==> config.mk <==
export PLATFORM = sky130hd
export DESIGN_NAME = acf_converter
export DESIGN_NICKNAME = d
export VERILOG_FILES = /design/src/include/acf_pkg.sv /design/src/verilog/acf_converter.sv
export SDC_FILE = /design/constraint.sdc
export NUM_CORES = 1
export LEC_CHECK = 0
export ABC_CLOCK_PERIOD_IN_PS = 1710
export BUFFER_PORTS_ARGS = -buffer_cell sky130_fd_sc_hd__buf_2
export CAP_MARGIN = 15
export CORE_MARGIN = 4
export CORE_UTILIZATION = 34
export CTS_CLUSTER_DIAMETER = 40
export CTS_CLUSTER_SIZE = 28
export DETAILED_ROUTE_END_ITERATION = 10
export GPL_ROUTABILITY_DRIVEN = 1
export PLACE_DENSITY = 0.63
export REMOVE_ABC_BUFFERS = 1
export SKIP_CTS_REPAIR_TIMING = 1
export SLEW_MARGIN = 10
export SYNTH_ARGS = -nofsm -noshare
export SYNTH_HDL_FRONTEND = slang
export SYNTH_SLANG_ARGS = --single-unit
==> constraint.sdc <==
create_clock -name clock -period 1.71 [get_ports clock]
set_input_delay 0.0855 -clock clock [delete_from_list [all_inputs] [get_ports clock]]
set_output_delay 0.0855 -clock clock [all_outputs]
set_load 0.01 [all_outputs]
==> src/include/acf_pkg.sv <==
// converter configuration and result formatting: constants, field layouts and types
// assumes one system clock, an AHB-Lite master with whole-word single transfers
// Overview of operation
// - conversion clock period is divider field (bits 7:3) plus one system clocks
// - configuration bit 2 picks left (1) or right (0) result alignment
// - configuration bit 1 picks 8-bit mode; alignment bit is then ignored
// - configuration bit 0 sets gain: 0 gives one half, 1 gives unity
// - right aligned 10-bit: high byte holds zeros above two top result bits
// - left aligned 10-bit: high byte holds eight top result bits
// - right aligned 10-bit: low byte holds eight low result bits
// - left aligned 10-bit: low byte bits 7:6 hold two low bits, rest zero
// - 8-bit mode: high byte holds the result, low byte reads zero
// - 8-bit conversion takes two fewer conversion clocks, resolving only eight top bits
// - results are unsigned and both bytes update at every conversion end
package acf_pkg;
	// register indexes; byte address is four times the index
	localparam logic [7:0] IDX_CONFIGURATION = 8'hBC;
	localparam logic [7:0] IDX_RESULT_LOW = 8'hBD;
	localparam logic [7:0] IDX_RESULT_HIGH = 8'hBE;
	localparam logic [7:0] IDX_CONTROL = 8'hC0;
	localparam int ADDR_LSB = 2;
	localparam int INDEX_WIDTH = 8;
	// configuration fields and reset value
	localparam logic [7:0] CONFIGURATION_RESET = 8'hF9;
	localparam logic [7:0] RESULT_RESET = 8'h00;
	localparam int DIVIDER_MSB = 7;
	localparam int DIVIDER_LSB = 3;
	localparam int LEFT_JUSTIFY_BIT = 2;
	localparam int EIGHT_BIT_BIT = 1;
	localparam int GAIN_BIT = 0;
	// control register fields
	localparam int CONTROL_START_BUSY_BIT = 0;
	localparam int CONTROL_DONE_BIT = 1;
	// converter sizes
	localparam int RESULT_WIDTH = 10;
	localparam logic [3:0] BITS_TEN = 4'hA;
	localparam logic [3:0] BITS_EIGHT = 4'h8;
	// bus encodings
	localparam logic [1:0] HTRANS_NONSEQ = 2'h2;
	localparam logic HRESP_OKAY = 1'h0;

	typedef struct packed {
		logic [4:0] sar_clock_divider;
		logic left_justify_select;
		logic eight_bit_mode_enable;
		logic gain_select;
	} acf_config_type;

	typedef struct packed {
		logic valid;
		logic write;
		logic [INDEX_WIDTH-1:0] index;
	} acf_bus_phase_type;

	typedef enum logic [2:0] {
		ACF_IDLE = 3'b001,
		ACF_CONVERT = 3'b010,
		ACF_STORE = 3'b100
	} acf_state_type;
endpackage : acf_pkg

==> src/verilog/acf_converter.sv <==
// converter configuration, conversion clock, SAR sequencer and result formatting
// assumes an AHB-Lite master on the same clock and an analog comparator whose
// output is synchronous to the clock and settles within one conversion clock
//
// Local design decision: the AHB-Lite register port.
`timescale 1ns/1ps
`default_nettype none
module acf_converter
(
	input wire logic clock,
	input wire logic rst,
	input wire logic hsel,
	input wire logic [31:0] haddr,
	input wire logic [1:0] htrans,
	input wire logic hwrite,
	input wire logic [2:0] hsize,
	input wire logic [31:0] hwdata,
	input wire logic hready,
	output logic hreadyout,
	output logic hresp,
	output logic [31:0] hrdata,
	input wire logic comparator_high,
	output logic [acf_pkg::RESULT_WIDTH-1:0] sar_dac_code,
	output logic sample_hold,
	output logic gain_select,
	output logic conversion_clock
);
	import acf_pkg::*;

	acf_config_type converter_configuration;
	logic [7:0] result_low_byte;
	logic [7:0] result_high_byte;
	acf_bus_phase_type data_phase;
	logic [4:0] divider_count;
	logic conversion_tick;
	acf_state_type state;
	acf_state_type next_state;
	logic [3:0] bits_left;
	logic [RESULT_WIDTH-1:0] trial_bit;
	logic conversion_done;
	logic write_configuration;
	logic write_result_low;
	logic write_result_high;
	logic write_control;
	logic start_request;
	logic done_clear;
	logic [7:0] next_low;
	logic [7:0] next_high;

	////////////////////////////////////////////////////////////////////////////////
	// bus slave

	// never stalls, so every transfer completes with zero wait states
	assign hreadyout = 1'b1;
	assign hresp = HRESP_OKAY;

	// capture the address phase; hsize is ignored because only whole words are used
	always_ff @(posedge clock)
	begin
		if (rst)
		begin
			data_phase <= '0;
		end
		else if (hready)
		begin
			data_phase.valid <= hsel && (htrans == HTRANS_NONSEQ);
			data_phase.write <= hwrite;
			data_phase.index <= haddr[ADDR_LSB +: INDEX_WIDTH];
		end
	end

	// write strobes in the data phase; unmapped indexes are ignored
	always_comb
	begin
		write_configuration = data_phase.valid && data_phase.write && (data_phase.index == IDX_CONFIGURATION);
		write_result_low = data_phase.valid && data_phase.write && (data_phase.index == IDX_RESULT_LOW);
		write_result_high = data_phase.valid && data_phase.write && (data_phase.index == IDX_RESULT_HIGH);
		write_control = data_phase.valid && data_phase.write && (data_phase.index == IDX_CONTROL);
		start_request = write_control && hwdata[CONTROL_START_BUSY_BIT];
		done_clear = write_control && hwdata[CONTROL_DONE_BIT];
	end

	// read mux over stored flops, so a write lands before a following read sees it
	// unmapped indexes read zero, so software can probe the map without side effects
	always_comb
	begin
		hrdata = 32'h0000_0000;
		if (data_phase.valid && !data_phase.write)
		begin
			unique case (data_phase.index)
				IDX_CONFIGURATION: hrdata = {24'h00_0000, converter_configuration};
				IDX_RESULT_LOW: hrdata = {24'h00_0000, result_low_byte};
				IDX_RESULT_HIGH: hrdata = {24'h00_0000, result_high_byte};
				IDX_CONTROL: hrdata = {30'h0000_0000, conversion_done, (state != ACF_IDLE)};
				default: hrdata = 32'h0000_0000;
			endcase
		end
	end

	////////////////////////////////////////////////////////////////////////////////
	// configuration register

	always_ff @(posedge clock)
	begin
		if (rst)
		begin
			converter_configuration <= CONFIGURATION_RESET;
		end
		else if (write_configuration)
		begin
			converter_configuration <= hwdata[7:0];
		end
	end

	// gain stage follows bit 0 directly
	assign gain_select = converter_configuration.gain_select;

	////////////////////////////////////////////////////////////////////////////////
	// conversion clock

	// reload with the divider field: a tick every divider+1 system clocks;
	// an enable, not a real clock, keeps everything in one domain
	always_ff @(posedge clock)
	begin
		if (rst)
		begin
			divider_count <= '0;
		end
		else if (divider_count == 5'h00)
		begin
			divider_count <= converter_configuration.sar_clock_divider;
		end
		else
		begin
			divider_count <= divider_count - 5'h01;
		end
	end

	// divider zero gives a tick every cycle; software keeps it nonzero where needed
	assign conversion_tick = (divider_count == 5'h00);
	assign conversion_clock = conversion_tick;

	////////////////////////////////////////////////////////////////////////////////
	// SAR sequencer

	// a start while busy is ignored; software must poll busy before the next start
	always_comb
	begin
		next_state = state;
		unique case (state)
			ACF_IDLE:
			begin
				if (start_request)
				begin
					next_state = ACF_CONVERT;
				end
			end
			ACF_CONVERT:
			begin
				if (conversion_tick && bits_left == 4'h1)
				begin
					next_state = ACF_STORE;
				end
			end
			ACF_STORE:
			begin
				next_state = ACF_IDLE;
			end
			default:
			begin
				next_state = ACF_IDLE;
			end
		endcase
	end

	always_ff @(posedge clock)
	begin
		if (rst)
		begin
			state <= ACF_IDLE;
		end
		else
		begin
			state <= next_state;
		end
	end

	// tracking whenever no conversion runs
	assign sample_hold = (state != ACF_IDLE);

	// bit counter and trial bit walk one place per conversion clock
	always_ff @(posedge clock)
	begin
		if (rst)
		begin
			bits_left <= '0;
			trial_bit <= '0;
		end
		else if (state == ACF_IDLE && start_request)
		begin
			bits_left <= converter_configuration.eight_bit_mode_enable ? BITS_EIGHT : BITS_TEN;
			trial_bit <= {1'b1, {(RESULT_WIDTH-1){1'b0}}};
		end
		else if (state == ACF_CONVERT && conversion_tick)
		begin
			bits_left <= bits_left - 4'h1;
			trial_bit <= trial_bit >> 1;
		end
	end

	// one result bit per conversion clock, eight bits in 8-bit mode;
	// the code holds between conversions so the store cycle formats the final value
	always_ff @(posedge clock)
	begin
		if (rst)
		begin
			sar_dac_code <= '0;
		end
		else if (state == ACF_IDLE && start_request)
		begin
			sar_dac_code <= {1'b1, {(RESULT_WIDTH-1){1'b0}}};
		end
		else if (state == ACF_CONVERT && conversion_tick)
		begin
			// keep the trial bit when the input is at or above it, then try the next one
			sar_dac_code <= (comparator_high ? sar_dac_code : (sar_dac_code & ~trial_bit))
				| ((bits_left == 4'h1) ? '0 : (trial_bit >> 1));
		end
	end

	////////////////////////////////////////////////////////////////////////////////
	// result formatting

	// unsigned code placed per resolution and alignment
	always_comb
	begin
		if (converter_configuration.eight_bit_mode_enable)
		begin
			next_high = sar_dac_code[9:2];
			next_low = 8'h00;
		end
		else if (converter_configuration.left_justify_select)
		begin
			next_high = sar_dac_code[9:2];
			next_low = {sar_dac_code[1:0], 6'h00};
		end
		else
		begin
			next_high = {6'h00, sar_dac_code[9:8]};
			next_low = sar_dac_code[7:0];
		end
	end

	// low byte: completion overrides a software write in the same cycle
	always_ff @(posedge clock)
	begin
		if (rst)
		begin
			result_low_byte <= RESULT_RESET;
		end
		else if (state == ACF_STORE)
		begin
			result_low_byte <= next_low;
		end
		else if (write_result_low)
		begin
			result_low_byte <= hwdata[7:0];
		end
	end

	// high byte: same priority, a fresh result matters more than a stray write
	always_ff @(posedge clock)
	begin
		if (rst)
		begin
			result_high_byte <= RESULT_RESET;
		end
		else if (state == ACF_STORE)
		begin
			result_high_byte <= next_high;
		end
		else if (write_result_high)
		begin
			result_high_byte <= hwdata[7:0];
		end
	end

	// sticky completion flag; set wins over a clear in the same cycle
	always_ff @(posedge clock)
	begin
		if (rst)
		begin
			conversion_done <= 1'b0;
		end
		else if (state == ACF_STORE)
		begin
			conversion_done <= 1'b1;
		end
		else if (done_clear)
		begin
			conversion_done <= 1'b0;
		end
	end
endmodule : acf_converter
`default_nettype wire

# == After elaboration in Yosys (flattened, before gate mapping) ==
# Cells that the tools add are included.
# word_totals
register_bits,67
input_bits,75
output_inout_bits,47
word_cells,79
# classes
n_addsub,2
eq_ne,12
muxes,25
bitwise_logic,3
reduce_logical,20
# op_table
op,n
8-bit two-way mux,9
10-bit two-way mux,5
8-bit equality test (second input constant),4
8-bit case mux with 4 select lines,1
1-bit logical AND,12
10-bit bitwise AND,1
10-bit inverter,1
10-bit by 9-bit OR with 10-bit output,1
9-bit two-way mux,1
4-bit two-way mux,2
2-bit nonzero test,4
3-bit two-way mux,2
3-bit case mux with 2 select lines,1
5-bit zero test,1
5-bit two-way mux,1
5-bit by 1-bit subtractor with 5-bit output (second input constant),1
4-bit by 1-bit equality test with 1-bit output (second input constant),1
2-bit != test (second input constant),2
4-bit by 1-bit subtractor with 4-bit output (second input constant),1
3-bit by 1-bit equality test with 1-bit output (second input constant),1
3-bit by 2-bit equality test with 1-bit output (second input constant),1
3-bit equality test (second input constant),1
3-bit by 1-bit != test with 1-bit output (second input constant),1
2-bit equality test (second input constant),1
5 further kinds,6

# == Longest topological paths before layout ==
# logic_depth
depth_word,6
mapped_depth,8
depth_no_buf,7

# == Worst setup path after synthesis ==
# Ideal clock, no wire load.
# synth_path
kind,reg2reg
start,register divider_count[0]
end,register sar_dac_code[9] (netlist name)
setup_ps,132
arrival_ps,1668
t_required_ps,1578
path_slack_ps,-90
stages_incl_launch_ff,8
path_buffers,1
synth_period_minus_slack_ps,1800
path_cell_list,dfxtp_1 inv_1 ha_1 or4b_4 or3_1 buf_6 o21ai_2 a21oi_1
# synth_between
elab_chain_len,3
# synth_lines
element,line,text
start: declaration,acf_converter.sv:34,logic [4:0] divider_count;
start signal: assignment,acf_converter.sv:131,divider_count <= converter_configuration.sar_clock_divider;
start signal: assignment,acf_converter.sv:135,divider_count <= divider_count - 5'h01;
5-bit zero test,acf_converter.sv:140,assign conversion_tick = (divider_count == 5'h00);
1-bit logical AND,acf_converter.sv:223,else if (state == ACF_CONVERT && conversion_tick)
2-bit nonzero test (no line),--,
end signal: assignment,acf_converter.sv:221,"sar_dac_code <= {1'b1, {(RESULT_WIDTH-1){1'b0}}};"
end signal: assignment,acf_converter.sv:226,sar_dac_code <= (comparator_high ? sar_dac_code : (sar_dac_code & ~trial_bit))
end: declaration,acf_converter.sv:23,"output logic [acf_pkg::RESULT_WIDTH-1:0] sar_dac_code,"
# Every way passes these cells.
# A chain may end at the register's enable or synchronous reset.

# == Final worst setup path ==
# layout_path
start,register divider_count[1]
end,register sar_dac_code[5] (netlist name)
# layout_between
elab_chain_len,2
# layout_lines
element,line
5-bit zero test,acf_converter.sv:140
1-bit logical AND,acf_converter.sv:223
# Every way passes these cells.

==> flow_metrics.tcl <==
set metrics [dict create \
    crit_path_start "divider_count[1]$_SDFF_PP0_" \
    cts_buffers 9 \
    worst_pin_slew_ns 0.623 \
    reg2reg_from "divider_count[1]$_SDFF_PP0_" \
    std_cell_rows 36 \
    failed_checks "negative hold slack, negative setup slack" \
    hpwlAfterDp_mm 6.33 \
    dp.cells 582 \
    intPower_mw 2.52 \
    grt.total_usage 0.146 \
    peakVddDrop_mv 0.354 \
    drt_wl_total_mm 9.23 \
    whs_ns -0.0156 \
    clock-sinks 67 \
    synth-async-reset-ratio 0 \
    finalNonFillerCells 627 \
    critical_path.cell_chain "inv_2 > ha_4 > or4b_4 > or3_4 > buf_6 > o21ai_1 > a21oi_2" \
    yosysMostFrequentCell "dfxtp_1" \
    ys_types 45 \
    status "complete, but fails checks" \
    final_area_um2 4600 \
    cts_buffer_depth 2 \
    fin_nets 569 \
    cp.arrival_ns 2.12 \
    cp_max_fo 5 \
    r2r_cells 7 \
    cts_tree "yes" \
    io_buffer_count 44 \
    synth_seq_cells 67 \
    synthFlopType "dfxtp_1" \
    cts_root_buffer "clkbuf_8" \
    place_area_um2 3840 \
    synthCells 400 \
    wl_per_cell_um 14.7 \
    p_leak_nw 1.81 \
    yosysSeqAreaShare 0.393 \
    grt_pass1_wl_mm 13.4 \
    p_switching_uw 943 \
    num_antenna_cells 0 \
    fmax_ghz 0.531 \
    cp_slowest_stage_delay_ns 0.48 \
    gp_congestion 0.820 \
    combPwrFrac 0.186 \
    reg2reg_to "sar_dac_code[5]$_SDFFE_PP0P_" \
    synthToLayoutAreaGrowth_pct 34.7 \
    synth_area_per_cell_um2 8.53 \
    final-max-slew-violation-count 0 \
    drive_gt1_frac 0.364 \
    maxCapViolations 0 \
    io_pins 122 \
    synth_top_area_frac 0.393 \
    synth_top_cell_by_area "dfxtp_1" \
    vias 3067 \
    viasPerCell 4.89 \
    rrSetupSlack_ns -0.17 \
    cp_top_family "simple AND/OR/NAND/NOR gates" \
    grt_pass1_vias 2692 \
    antenna_found_initial 0 \
    switching_share 0.272 \
    hold_path.class "in2reg" \
    max_slew_margin 0.583 \
    synth_area_leaders "dfxtp_1 39%, buf_4 6.4%, mux2i_1 6.2%" \
    critical_path_buf_inv_count 2 \
    drtAntennaViolNets 0 \
    die_area_um2 11700 \
    drt_iter0_markers 144 \
    setup_ws_ns -0.173 \
    setup_viol 22 \
    synth_edf_count 0 \
    slowest_stage "or4b_4" \
    fin_crit_ns 1.88 \
    seqPwrFrac 0.483 \
    power.density_nw_per_um2 754 \
    skew_ns 0.00590 \
    crit_type "reg2reg" \
    cp.required_ns 1.95 \
    htree_levels 3 \
    clock_latency_ns 0.35 \
    period_share 1.10 \
    crit_cells 7 \
    start_util 0.349 \
    yosysWarningCount 0 \
    crit_path_end "sar_dac_code[5]$_SDFFE_PP0P_" \
    coreArea_um2 9770 \
    total_power_mw 3.46 \
    drc 0 \
    grt_max_degree 29 \
    die_x_um 108 \
    grt_setup_unrepaired "true" \
    synth_common_cells "67 x dfxtp_1, 56 x nand2_1, 29 x buf_4" \
    chipHeight_um 108 \
    drt_pre_antenna_iters 4 \
    clkTransAtPathRegs_ns 0.07 \
    syn_area_um2 3410 \
    end_kind "register" \
    clkPwrFrac 0.331 \
    start_kind "register" \
    hold_viol 1 \
    grt_overflow 0 \
]
==> layout by cell type, fill, tap and decap left out, drive strengths merged, types with 2 or more instances in the layout <==
master / instances
a211o: 6
a211oi: 4
a21o: 3
a21oi: 28
a311oi: 16
and2: 9
buf: 91
clkbuf: 12
clkinv: 3
conb: 26
dfxtp: 67
dlygate4sd3: 13
ha: 3
inv: 16
mux2i: 21
nand2: 56
nand2b: 3
nand3: 9
nand4b: 3
nor2: 27
nor2b: 7
nor3: 19
nor3b: 3
nor4: 2
nor4b: 5
o21ai: 23
or2: 2
or3: 4
or3b: 4
xnor2: 3
xor2: 2
==> logic make-up after synthesis <==
group / Yosys count / share of synthesized area
simple gates: 156 / 0.253
other cells: 2 / 0.00220
xor+xnor: 5 / 0.0128
buf+inv: 65 / 0.108
compound gates: 81 / 0.158
fa+ha+maj: 3 / 0.0110
flops: 67 / 0.393
mux: 21 / 0.0616
==> cell type report <==
class                      instances  area [um^2]
timing repair buffer             105          847
clock inverter                     3         15.0
fill                             950         5180
clock buffer                      11          151
multi-input combinational        292         1990
inverter                          16         60.1
sequential                        67         1370
tap                              133          166
==> sequential cells by signal (all words and copies together) (netlist names), 3 cells and up <==
| name | cells |
|---|---|
| trial_bit | 10 |
| result_low_byte | 8 |
| state | 3 |
| bits_left | 4 |
| sar_dac_code | 10 |
| converter_configuration | 7 |
| result_high_byte | 8 |
| data_phase | 10 |
| divider_count | 5 |
==> power by group through the flow <==
stage | clock network (mW) | registers, mW | logic, mW
after detailed placement | 0 | 1.70 | 0.488
after global routing | 1.23 | 1.68 | 0.701
after floorplan | 0 | 1.70 | 0.278
final | 1.15 | 1.67 | 0.645
after global placement | 0 | 1.70 | 0.479
after CTS | 1.18 | 1.66 | 0.491
==> tightest hold or removal path, cell delays in order <==
cell	delay, ns
buf_2	0.08
mux2i_1	0.06
nor2_1	0.08
==> per-layer routing <==
| metal | global-route usage | part of all wire | up-vias |
|---|---|---|---|
| li1 | - | - | 1521 |
| met1 | 0.175 | 0.42 | 1460 |
| met2 | 0.254 | 0.52 | 72 |
| met3 | 0.0442 | 0.047 | 14 |
| met4 | 0.0424 | 0.017 | 0 |
| met5 | 0 | 0 | - |
==> through the flow <==
stage               setup slack [ns]  setup TNS, ns  utilization  hold WS [ns]
detailed placement            -0.168          -2.93        0.393         0.315
floorplan                     -0.296          -5.45            -         0.155
CTS                           -0.263          -5.07        0.410       -0.0455
global placement              -0.141          -2.14        0.393         0.319
global route                  -0.234          -3.86        0.470        0.0199
finish                        -0.173          -1.69        0.470       -0.0156
==> worst min-delay path by stage <==
| stage | from | endpoint | slack, ns | depth (start not counted) |
|---|---|---|---|---|
| after floorplan | rst | bits_left[3]$_SDFFE_PP0P_ | 0.15 | 1 |
| after global placement | haddr[5] | data_phase[3]$_SDFFE_PP0P_ | 0.32 | 3 |
| after detailed placement | hwdata[7] | converter_configuration[7]$_SDFFE_PP1P_ | 0.32 | 2 |
| after CTS | hwdata[6] | converter_configuration[6]$_SDFFE_PP1P_ | -0.05 | 2 |
| after global routing | htrans[0] | data_phase[9]$_SDFFE_PP0P_ | 0.02 | 3 |
| final | haddr[7] | data_phase[5]$_SDFFE_PP0P_ | -0.02 | 3 |
(Power assumes the default switching activity.)
